==> src/sssp_cfg.svh <==
// Offsets, field positions, reset values and timing counts of the serial shift port
`ifndef SSSP_CFG_SVH
`define SSSP_CFG_SVH
`define SSSP_ADDR_W        4
`define SSSP_OFF_CTRL      4'ha
`define SSSP_OFF_STAT      4'hb
`define SSSP_OFF_DATA      4'hc
`define SSSP_CTRL_IRQ_EN   7
`define SSSP_CTRL_ENABLE   6
`define SSSP_CTRL_MASTER   4
`define SSSP_CTRL_CPOL     3
`define SSSP_CTRL_CPHA     2
`define SSSP_STAT_DONE     7
`define SSSP_STAT_WRITE_COLLISION_FLAG     6
`define SSSP_STAT_MODE_FAULT_FLAG     4
`define SSSP_CTRL_RST      8'h04
`define SSSP_DIV_HALF      8'h04
`define SSSP_BITS          4'h8
`endif

==> src/sssp_pkg.sv <==
// Types shared by the serial shift port
package sssp_pkg;
    typedef enum logic [2:0] {
        SSSP_IDLE  = 3'b001,
        SSSP_SHIFT = 3'b010,
        SSSP_SLAVE = 3'b100
    } sssp_state_e;
    typedef struct packed {
        logic sclk;
        logic mosi;
        logic miso;
        logic ss_n;
    } sssp_pins_s;
endpackage

==> src/sssp_port.sv <==
// Serial shift port: master and slave shifting, flags and register port
//
// The address-and-strobe port was decided locally.
`timescale 1ns/1ps
`include "sssp_cfg.svh"
////////////////////////////////////////////////////////////////////////////////
// What this block does
// - One 8-bit register shifts out and in
// - Master drives the serial clock
// - Only a master starts a transfer
// - Master data write starts a transfer
// - Data write loads shifter; in master, the first clock edge follows one half period later
// - Eight serial clocks end transfer, set done
// - Received byte copied to read buffer at done
// - Done set in master and slave roles
// - Done raises interrupt when enabled
// - Done clears: status read, then data access
// - Data write during transfer sets collision
// - Collision clears: status read, then data access
// - Low slave select in master sets fault
// - Fault raises interrupt when enabled
// - Fault clears: status read, then control write
// - Reset clears all three flags
////////////////////////////////////////////////////////////////////////////////
module sssp_port (
    // Clock and reset
    input  wire logic                      clk_i,
    input  wire logic                      rst_n_i,
    // Register port
    input  wire logic [`SSSP_ADDR_W-1:0]   addr_i,
    input  wire logic [7:0]                wdata_i,
    input  wire logic                      wr_i,
    input  wire logic                      rd_i,
    output logic      [7:0]                rdata_o,
    // Interrupt
    output logic                           irq_o,
    // Serial pins, inputs
    input  wire logic                      sclk_i,
    input  wire logic                      mosi_i,
    input  wire logic                      miso_i,
    input  wire logic                      slave_select_pin_n_i,
    // Serial pins, outputs and enables
    output sssp_pkg::sssp_pins_s           pins_o,
    output sssp_pkg::sssp_pins_s           pins_oe_o
);

    ////////////////////////////////////////////////////////////////////////////
    // Pin synchronisers: three stages, a change counts when stages 2 and 3 agree
    logic [2:0] sclk_sy_r;          // Serial clock samples
    logic [2:0] mosi_sy_r;          // Slave data in samples
    logic [2:0] miso_sy_r;          // Master data in samples
    logic [2:0] ss_sy_r;            // Slave select samples
    logic       sclk_f_r;           // Filtered serial clock
    logic       mosi_f_r;           // Filtered slave data in
    logic       miso_f_r;           // Filtered master data in
    logic       ss_f_r;             // Filtered slave select, active low

    // Shift the samples in; stage 1 feeds only stage 2
    always_ff @(posedge clk_i or negedge rst_n_i) begin
        if (!rst_n_i) begin
            sclk_sy_r <= 3'h0;
            mosi_sy_r <= 3'h0;
            miso_sy_r <= 3'h0;
            ss_sy_r   <= 3'h7;
        end else begin
            sclk_sy_r <= {sclk_sy_r[1:0], sclk_i};
            mosi_sy_r <= {mosi_sy_r[1:0], mosi_i};
            miso_sy_r <= {miso_sy_r[1:0], miso_i};
            ss_sy_r   <= {ss_sy_r[1:0], slave_select_pin_n_i};
        end
    end

    // Filtered levels follow only when the two late stages agree
    always_ff @(posedge clk_i or negedge rst_n_i) begin
        if (!rst_n_i) begin
            sclk_f_r <= 1'b0;
            mosi_f_r <= 1'b0;
            miso_f_r <= 1'b0;
            ss_f_r   <= 1'b1;
        end else begin
            if (sclk_sy_r[2] == sclk_sy_r[1]) sclk_f_r <= sclk_sy_r[2];
            if (mosi_sy_r[2] == mosi_sy_r[1]) mosi_f_r <= mosi_sy_r[2];
            if (miso_sy_r[2] == miso_sy_r[1]) miso_f_r <= miso_sy_r[2];
            if (ss_sy_r[2] == ss_sy_r[1])     ss_f_r   <= ss_sy_r[2];
        end
    end

    ////////////////////////////////////////////////////////////////////////////
    // Control register and bus decode
    logic [7:0] ctrl_r;             // Serial control register
    logic       hit_ctrl_w;         // Access to control register
    logic       hit_stat_w;         // Access to status register
    logic       hit_data_w;         // Access to data register
    logic       irq_en_w;           // Interrupt enable
    logic       en_w;               // Port enable
    logic       master_select_w;    // Master role selected
    logic       cpol_w;             // Idle level of serial clock
    // Clock phase bit is stored and read back but not decoded: the engine always
    // presents data before the leading edge and moves it on the trailing edge

    assign hit_ctrl_w      = (addr_i == `SSSP_OFF_CTRL);
    assign hit_stat_w      = (addr_i == `SSSP_OFF_STAT);
    assign hit_data_w      = (addr_i == `SSSP_OFF_DATA);
    assign irq_en_w        = ctrl_r[`SSSP_CTRL_IRQ_EN];
    assign en_w            = ctrl_r[`SSSP_CTRL_ENABLE];
    assign master_select_w = ctrl_r[`SSSP_CTRL_MASTER];
    assign cpol_w          = ctrl_r[`SSSP_CTRL_CPOL];

    // Mode fault also drops the master bit, so the pins are released at once
    logic mode_fault_flag_r;
    logic fault_evt_w;
    assign fault_evt_w = en_w && master_select_w && !ss_f_r;

    always_ff @(posedge clk_i or negedge rst_n_i) begin
        if (!rst_n_i) begin
            ctrl_r <= `SSSP_CTRL_RST;
        end else if (wr_i && hit_ctrl_w) begin
            ctrl_r <= wdata_i;
        end else if (fault_evt_w) begin
            ctrl_r[`SSSP_CTRL_MASTER] <= 1'b0;
            ctrl_r[`SSSP_CTRL_ENABLE] <= 1'b0;
        end
    end

    ////////////////////////////////////////////////////////////////////////////
    // Shift engine
    sssp_pkg::sssp_state_e state_r;     // Engine state
    logic [7:0]            shift_r;     // Shared transmit and receive shifter
    logic [7:0]            rx_buf_r;    // Read buffer of the data register
    logic [3:0]            bit_cnt_r;   // Bits exchanged in this byte
    logic [7:0]            div_r;       // Half-period divider of master clock
    logic                  sck_r;       // Master serial clock level
    logic                  phase_r;     // Leading edge seen, trailing pending
    logic                  sample_r;    // Bit captured on leading edge
    logic                  sclk_d_r;    // Previous normalised serial clock
    logic                  done_evt_r;  // One-cycle byte complete pulse
    logic                  busy_w;      // Transfer in progress
    logic                  start_w;     // Legal master start
    logic                  slv_lead_w;  // Slave leading clock edge
    logic                  slv_trail_w; // Slave trailing clock edge
    logic                  sclk_n_w;    // Serial clock normalised to idle low

    assign busy_w   = (state_r == sssp_pkg::SSSP_SHIFT) ||
                      ((state_r == sssp_pkg::SSSP_SLAVE) && (bit_cnt_r != 4'h0));
    assign start_w  = wr_i && hit_data_w && en_w && master_select_w && !busy_w;
    assign sclk_n_w = sclk_f_r ^ cpol_w;
    assign slv_lead_w  = sclk_n_w && !sclk_d_r;
    assign slv_trail_w = !sclk_n_w && sclk_d_r;

    always_ff @(posedge clk_i or negedge rst_n_i) begin
        if (!rst_n_i) begin
            sclk_d_r <= 1'b0;
        end else begin
            sclk_d_r <= sclk_n_w;
        end
    end

    // One process walks master and slave bytes; both share one shifter
    always_ff @(posedge clk_i or negedge rst_n_i) begin
        if (!rst_n_i) begin
            state_r    <= sssp_pkg::SSSP_IDLE;
            shift_r    <= 8'h00;
            bit_cnt_r  <= 4'h0;
            div_r      <= 8'h00;
            sck_r      <= 1'b0;
            phase_r    <= 1'b0;
            sample_r   <= 1'b0;
            done_evt_r <= 1'b0;
        end else begin
            done_evt_r <= 1'b0;
            case (state_r)
                sssp_pkg::SSSP_IDLE: begin
                    sck_r <= 1'b0;
                    if (start_w) begin
                        shift_r   <= wdata_i;
                        bit_cnt_r <= 4'h0;
                        div_r     <= `SSSP_DIV_HALF;
                        phase_r   <= 1'b0;
                        state_r   <= sssp_pkg::SSSP_SHIFT;
                    // A stale low select may enter for one cycle; the slave branch leaves again
                    end else if (en_w && !master_select_w && !ss_f_r) begin
                        bit_cnt_r <= 4'h0;
                        phase_r   <= 1'b0;
                        state_r   <= sssp_pkg::SSSP_SLAVE;
                    end else if (wr_i && hit_data_w && !master_select_w) begin
                        shift_r <= wdata_i;                    // Slave preload
                    end
                end
                sssp_pkg::SSSP_SHIFT: begin
                    if (!master_select_w) begin
                        state_r <= sssp_pkg::SSSP_IDLE;        // Aborted by fault
                    end else if (div_r != 8'h01) begin
                        div_r <= div_r - 8'h01;
                    end else begin
                        div_r <= `SSSP_DIV_HALF;
                        sck_r <= !sck_r;
                        // Data in is taken late in the high phase: the pin filter lags by
                        // up to five cycles, more than the four-cycle half period, so the
                        // divider must not be cut below three without moving this sample
                        if (sck_r) begin
                            shift_r   <= {shift_r[6:0], miso_f_r};
                            bit_cnt_r <= bit_cnt_r + 4'h1;
                            if (bit_cnt_r == (`SSSP_BITS - 4'h1)) begin
                                done_evt_r <= 1'b1;
                                state_r    <= sssp_pkg::SSSP_IDLE;
                            end
                        end
                    end
                end
                sssp_pkg::SSSP_SLAVE: begin
                    if (ss_f_r || master_select_w || !en_w) begin
                        bit_cnt_r <= 4'h0;
                        state_r   <= sssp_pkg::SSSP_IDLE;
                    end else if (wr_i && hit_data_w && bit_cnt_r == 4'h0 && !phase_r) begin
                        shift_r <= wdata_i;
                    end else if (slv_lead_w) begin
                        sample_r <= mosi_f_r;
                        phase_r  <= 1'b1;
                    end else if (slv_trail_w && phase_r) begin
                        phase_r   <= 1'b0;
                        shift_r   <= {shift_r[6:0], sample_r};
                        if (bit_cnt_r == (`SSSP_BITS - 4'h1)) begin
                            bit_cnt_r  <= 4'h0;
                            done_evt_r <= 1'b1;
                        end else begin
                            bit_cnt_r <= bit_cnt_r + 4'h1;
                        end
                    end
                end
                default: begin
                    state_r <= sssp_pkg::SSSP_IDLE;
                end
            endcase
        end
    end

    // Received byte moves to the read buffer on the done pulse
    always_ff @(posedge clk_i or negedge rst_n_i) begin
        if (!rst_n_i) begin
            rx_buf_r <= 8'h00;
        end else if (done_evt_r) begin
            rx_buf_r <= shift_r;
        end
    end

    ////////////////////////////////////////////////////////////////////////////
    // Status flags with two-step clear; a new event beats a same-cycle clear
    logic xfer_done_flag_r;         // Byte complete
    logic write_collision_flag_r;   // Data write during transfer
    logic done_seen_r;              // Status read saw done set
    logic write_collision_flag_seen_r;              // Status read saw collision set
    logic mode_fault_flag_seen_r;              // Status read saw fault set
    logic stat_rd_w;                // Status register read
    logic data_acc_w;               // Data register read or write
    logic write_collision_flag_evt_w;               // Collision event

    assign stat_rd_w  = rd_i && hit_stat_w;
    assign data_acc_w = (rd_i || wr_i) && hit_data_w;
    assign write_collision_flag_evt_w = wr_i && hit_data_w && busy_w;

    // Remember what the last status read showed, armed until the follow-up access
    always_ff @(posedge clk_i or negedge rst_n_i) begin
        if (!rst_n_i) begin
            done_seen_r <= 1'b0;
            write_collision_flag_seen_r <= 1'b0;
            mode_fault_flag_seen_r <= 1'b0;
        end else begin
            if (stat_rd_w) begin
                done_seen_r <= xfer_done_flag_r;
                write_collision_flag_seen_r <= write_collision_flag_r;
                mode_fault_flag_seen_r <= mode_fault_flag_r;
            end else begin
                if (data_acc_w) done_seen_r <= 1'b0;
                if (data_acc_w) write_collision_flag_seen_r <= 1'b0;
                if (wr_i && hit_ctrl_w) mode_fault_flag_seen_r <= 1'b0;
            end
        end
    end

    // Flags: reset clears them, bus writes to status never touch them
    always_ff @(posedge clk_i or negedge rst_n_i) begin
        if (!rst_n_i) begin
            xfer_done_flag_r       <= 1'b0;
            write_collision_flag_r <= 1'b0;
            mode_fault_flag_r      <= 1'b0;
        end else begin
            if (done_evt_r) xfer_done_flag_r <= 1'b1;
            else if (done_seen_r && data_acc_w) xfer_done_flag_r <= 1'b0;
            if (write_collision_flag_evt_w) write_collision_flag_r <= 1'b1;
            else if (write_collision_flag_seen_r && data_acc_w) write_collision_flag_r <= 1'b0;
            if (fault_evt_w) mode_fault_flag_r <= 1'b1;
            else if (mode_fault_flag_seen_r && wr_i && hit_ctrl_w) mode_fault_flag_r <= 1'b0;
        end
    end

    ////////////////////////////////////////////////////////////////////////////
    // Read data, one cycle after the strobe; unmapped reads return zero
    always_ff @(posedge clk_i or negedge rst_n_i) begin
        if (!rst_n_i) begin
            rdata_o <= 8'h00;
        end else if (rd_i && hit_ctrl_w) begin
            rdata_o <= ctrl_r;
        end else if (stat_rd_w) begin
            rdata_o <= {xfer_done_flag_r, write_collision_flag_r, 1'b0,
                        mode_fault_flag_r, 4'h0};
        end else if (rd_i && hit_data_w) begin
            rdata_o <= rx_buf_r;
        end else begin
            rdata_o <= 8'h00;
        end
    end

    // Interrupt: level while done or fault stands with the enable set
    always_ff @(posedge clk_i or negedge rst_n_i) begin
        if (!rst_n_i) begin
            irq_o <= 1'b0;
        end else begin
            irq_o <= irq_en_w && (xfer_done_flag_r || mode_fault_flag_r);
        end
    end

    ////////////////////////////////////////////////////////////////////////////
    // Pin drivers: master owns clock and data out; slave drives its data out
    always_ff @(posedge clk_i or negedge rst_n_i) begin
        if (!rst_n_i) begin
            pins_o    <= '0;
            pins_oe_o <= '0;
        end else begin
            pins_o.sclk    <= sck_r ^ cpol_w;
            pins_o.mosi    <= shift_r[7];
            pins_o.miso    <= shift_r[7];
            pins_o.ss_n    <= 1'b1;
            pins_oe_o.sclk <= en_w && master_select_w;
            pins_oe_o.mosi <= en_w && master_select_w;
            pins_oe_o.miso <= en_w && !master_select_w && (state_r == sssp_pkg::SSSP_SLAVE);
            pins_oe_o.ss_n <= 1'b0;
        end
    end

endmodule // sssp_port

==> config.mk <==
export PLATFORM = sky130hd
export DESIGN_NAME = sssp_port
export DESIGN_NICKNAME = d
export VERILOG_FILES = /design/src/sssp_pkg.sv /design/src/sssp_port.sv
export VERILOG_INCLUDE_DIRS = /design/src
export SDC_FILE = /design/constraint.sdc
export NUM_CORES = 1
export LEC_CHECK = 0
export BUFFER_PORTS_ARGS = -buffer_cell sky130_fd_sc_hd__buf_2
export CAP_MARGIN = 20
export CORE_MARGIN = 3
export CORE_UTILIZATION = 30
export DETAILED_ROUTE_END_ITERATION = 16
export MAX_ROUTING_LAYER = met4
export PLACE_DENSITY = 0.55
export SLEW_MARGIN = 20
export SYNTH_ARGS = -nofsm -noshare
export SYNTH_HDL_FRONTEND = slang
export SYNTH_SLANG_ARGS = --single-unit
==> constraint.sdc <==
create_clock -name clk_i -period 3 [get_ports clk_i]
set_input_delay 0.75 -clock clk_i [delete_from_list [all_inputs] [get_ports clk_i]]
set_output_delay 0.75 -clock clk_i [all_outputs]
set_load 0.02 [all_outputs]
==> metrics.log <==
INFO  metric cts_hold_buf = 0
INFO  metric synth_area = ~3600 µm²
INFO  metric setup-tns-final = 0 ns
INFO  metric end_kind = register
INFO  metric layout_cell_share_with_drive_strength_beyond_1 = between 20% and 30%
INFO  metric worst_flop_to_flop_path_endpoint = shift_r[2]
INFO  metric detail_route.wirelength = roughly 7400 µm
INFO  metric via_count = roughly 2400
INFO  metric detail_route.wirelength.met1 = between 3000 and 4000 µm
INFO  metric postSynthRegisterBits = 80
INFO  metric final_hold_viol_count = 0
INFO  metric number_of_warning_messages_in_the_yosys_log = 0
INFO  metric die_footprint = ~13000 µm²
INFO  metric netlist.area_leader.share = between 50 and 60%
INFO  metric clk_latency = ~0.34 ns
INFO  metric max_clock_freq = about 0.4 GHz
INFO  metric floorplan.initialDensity = between 30% and 40%
INFO  metric synth_area_per_cell = 11.7 µm²
INFO  metric nets = roughly 370
INFO  metric fill_cells = 1133
INFO  metric place.detailed.hpwl = about 5100 µm
INFO  metric global_route.overflow_total = 0
INFO  metric holdCritPathClass = reg2reg
INFO  metric drt_first_pass_iters = 4
INFO  metric rows = 39
INFO  metric post_synth_inst_count = 310
INFO  metric postCtsResizedCells = 0
INFO  metric synth_edf_count = 0
INFO  metric critical_path_peak_fanout = 8
INFO  metric path_clk_slew = 0.07 ns
INFO  metric post_synth_num_cell_types = 58
INFO  metric drt.antenna.violating_nets = 0
INFO  metric fp.coreArea = 11600 µm²
INFO  metric dr_wl_met2 = about 3300 µm
INFO  metric drc = 0
INFO  metric irDropWorstVdd = 252 µV
INFO  metric place.port_buffers = 35
INFO  metric post_cts.repair.setup_buffers = 0
INFO  metric number_of_antenna_repair_diodes = 0
INFO  metric cts_tree = built
INFO  metric vias_per_cell = between 4 and 5
INFO  metric layout_worst_path_cycle_share = around four fifths
INFO  metric final-max-slew-violation-count = 0
INFO  metric first_global_vias = between 2000 and 2500
INFO  metric slew_headroom = 54.8%
INFO  metric largest_net_degree_at_the_start_of_global_routing = between 80 and 90
INFO  metric holdPathStages = 0
INFO  metric max_slew.worst_pin.slew = slightly below 0.7 ns
INFO  metric final-setup-viol-count = 0
INFO  metric wire_length_of_the_first_global_routing_pass = roughly 13000 µm
INFO  metric ioPinCount = 37
INFO  metric r2r_setup_slack = between 0.5 and 0.6 ns
INFO  metric minimum_setup_slack_in_the_final_design = approximately 0.57 ns
INFO  metric reg2reg_depth = 7
INFO  metric detail_route.iter0.violations = approximately 130
INFO  metric gp_routability_congestion = a little under 0.8
INFO  metric antenna_found_initial = 0
INFO  metric critical_path_arrival = between 2 and 3 ns
INFO  metric die-width = around 120 µm
INFO  metric ys_top_cells_by_area = sky130_fd_sc_hd__dfrtp_1, sky130_fd_sc_hd__mux2_2, sky130_fd_sc_hd__dfstp_2
INFO  metric dominantRegCellSynth = sky130_fd_sc_hd__dfrtp_1
INFO  metric final_core_util = roughly 36%
INFO  metric maxUsedRoutingLayer = met4
INFO  metric powerDensity = a little under 700 nW/µm²
INFO  metric syn_nets = 334
INFO  metric cts_htree_levels = 3
INFO  metric worst_setup_slack_before_clock_tree_synthesis = a little over 0.3 ns
INFO  metric power.static_leakage = about 2.0 nW
INFO  metric synth-seq-area-share = between 50% and 60%
INFO  metric worstSetupStartpointType = register
INFO  metric async_reset_ff_share = between 90% and 100%
INFO  metric post-route-min-period = 2.43 ns
INFO  metric rsz0062_at_grt = false
INFO  metric cts.sink_count = 80
INFO  metric maxCapViolCount = 0
INFO  metric finalPower = ~0.0029 W
INFO  metric cts-root-to-sink-buffers = 2
INFO  metric fin_skew = about 0.011 ns
INFO  metric crit_required = 3.23 ns
INFO  metric run_status = completed
INFO  metric crit_start = bit_cnt_r[0]
INFO  metric avgRoutedWirePerCell = approximately 15 µm
INFO  metric worstSetupEndpoint = shift_r[2]
INFO  metric timing.rr.start = bit_cnt_r[0]
INFO  metric cts_inserted_buffers = 9
INFO  metric grt.total_usage = about 13%
INFO  metric die_height = 116 µm
INFO  metric syn_to_final_growth = 16.5%
INFO  metric ctsRootBufferMaster = sky130_fd_sc_hd__clkbuf_16
INFO  metric wl_met3 = 301 µm
INFO  metric synth_area_leader_cell = sky130_fd_sc_hd__dfrtp_1
INFO  metric critPathKind = reg2reg
[power by group]
group          total [W]  switching [W]  internal, W  leakage (nW)
Combinational   0.000444       0.000224     0.000220         0.837
Sequential       0.00134       0.000121      0.00122          1.01
Clock            0.00114       0.000445     0.000696         0.157
[worst min path at each step]
stage | startpoint | to
2_1_floorplan | miso_sy_r[0] | miso_sy_r[1]
3_3_place_gp | sclk_sy_r[0] | sclk_sy_r[1]
3_5_place_dp | miso_sy_r[0] | miso_sy_r[1]
4_1_cts | miso_sy_r[0] | miso_sy_r[1]
5_1_grt | miso_sy_r[0] | miso_sy_r[1]
6_report | miso_sy_r[0] | miso_sy_r[1]
[metrics by stage]
stage | instances | area [µm²] | hold slack, ns
floorplan | 310 | 3620 | 0.331
global placement | 475 | 3900 | 0.338
detailed placement | 475 | 3900 | 0.336
CTS | 491 | 4210 | 0.349
global route | 491 | 4210 | 0.352
finish | 491 | 4210 | 0.348
[cell families (layout without fill, tap and decap cells)]
group                    Yosys count  in the layout  share of synthesized area, %
flip-flops                        80             80                          55.6
AO/OA/AOI/OAI                     60             60                          12.0
other                              2              2                         0.208
adder cells (fa/ha/maj)            8              8                          2.49
buffers and inverters             27             65                          4.05
AND/OR/NAND/NOR                  101            101                          15.3
XOR/XNOR                           5              5                          1.21
multiplexers                      27             27                          9.17
[Yosys cell counts, drive strengths merged (4+ instances only)]
cell / number
or3b: 4
mux2: 25
maj3: 4
a22o: 7
xnor2: 4
dfstp: 6
and3: 5
a21o: 4
inv: 12
o21ai: 16
a31oi: 4
clkbuf: 7
nor2: 12
nand3: 6
nand2b: 4
nor2b: 4
nand2: 40
a21oi: 9
ha: 4
nor4: 4
dfrtp: 74
buf: 8
or2: 4
[layer usage]
layer  vias to the layer above  track usage, %
met5                         -               -
li1                       1168               -
met1                      1168            17.4
met2                        49            18.0
met4                         0            5.03
met3                        13            2.92
[worst max-delay path, stage by stage, from the launching register on]
cell and delay, ns:
sky130_fd_sc_hd__dfrtp_1 0.42, sky130_fd_sc_hd__inv_1 0.07, sky130_fd_sc_hd__ha_1 0.16, sky130_fd_sc_hd__nor4b_2 0.30, sky130_fd_sc_hd__a31oi_2 0.15, sky130_fd_sc_hd__nor2_1 0.54
sky130_fd_sc_hd__mux2_2 0.41, sky130_fd_sc_hd__mux2_4 0.27
[area by class of cell]
| type | instances | area [µm²] | area share, % |
|---|---|---|---|
| flip-flops and latches | 80 | 2010 | 47.7 |
| multi-input cells | 203 | 1460 | 34.7 |
| clock buffers | 11 | 253 | 6.00 |
| repair buffers | 37 | 205 | 4.87 |
| well taps | 143 | 179 | 4.25 |
| clock inverters | 5 | 61.3 | 1.46 |
| inverters | 12 | 45.0 | 1.07 |
[flip-flops by register name, summed over array words and instances, names as in the netlist, 2 cells and up]
signal     cells
mosi_sy_r      3
pins_o         3
bit_cnt_r      4
rdata_o        8
miso_sy_r      3
ss_sy_r        3
rx_buf_r       8
pins_oe_o      2
state_r        3
shift_r        8
ctrl_r         8
sclk_sy_r      3
div_r          8
[cells in the final DEF (no fill, tap or decap), types with 6 or more instances in the layout]
master / n
sky130_fd_sc_hd__clkbuf_16: 9
sky130_fd_sc_hd__nand3_1: 6
sky130_fd_sc_hd__dfrtp_1: 74
sky130_fd_sc_hd__nor2_1: 12
sky130_fd_sc_hd__o21ai_0: 16
sky130_fd_sc_hd__mux2_4: 8
sky130_fd_sc_hd__nand2_1: 39
sky130_fd_sc_hd__a22o_1: 7
sky130_fd_sc_hd__dfstp_2: 6
sky130_fd_sc_hd__inv_1: 12
sky130_fd_sc_hd__buf_2: 34
sky130_fd_sc_hd__a21oi_1: 9
sky130_fd_sc_hd__mux2_2: 17
(Power assumes the default switching activity.)
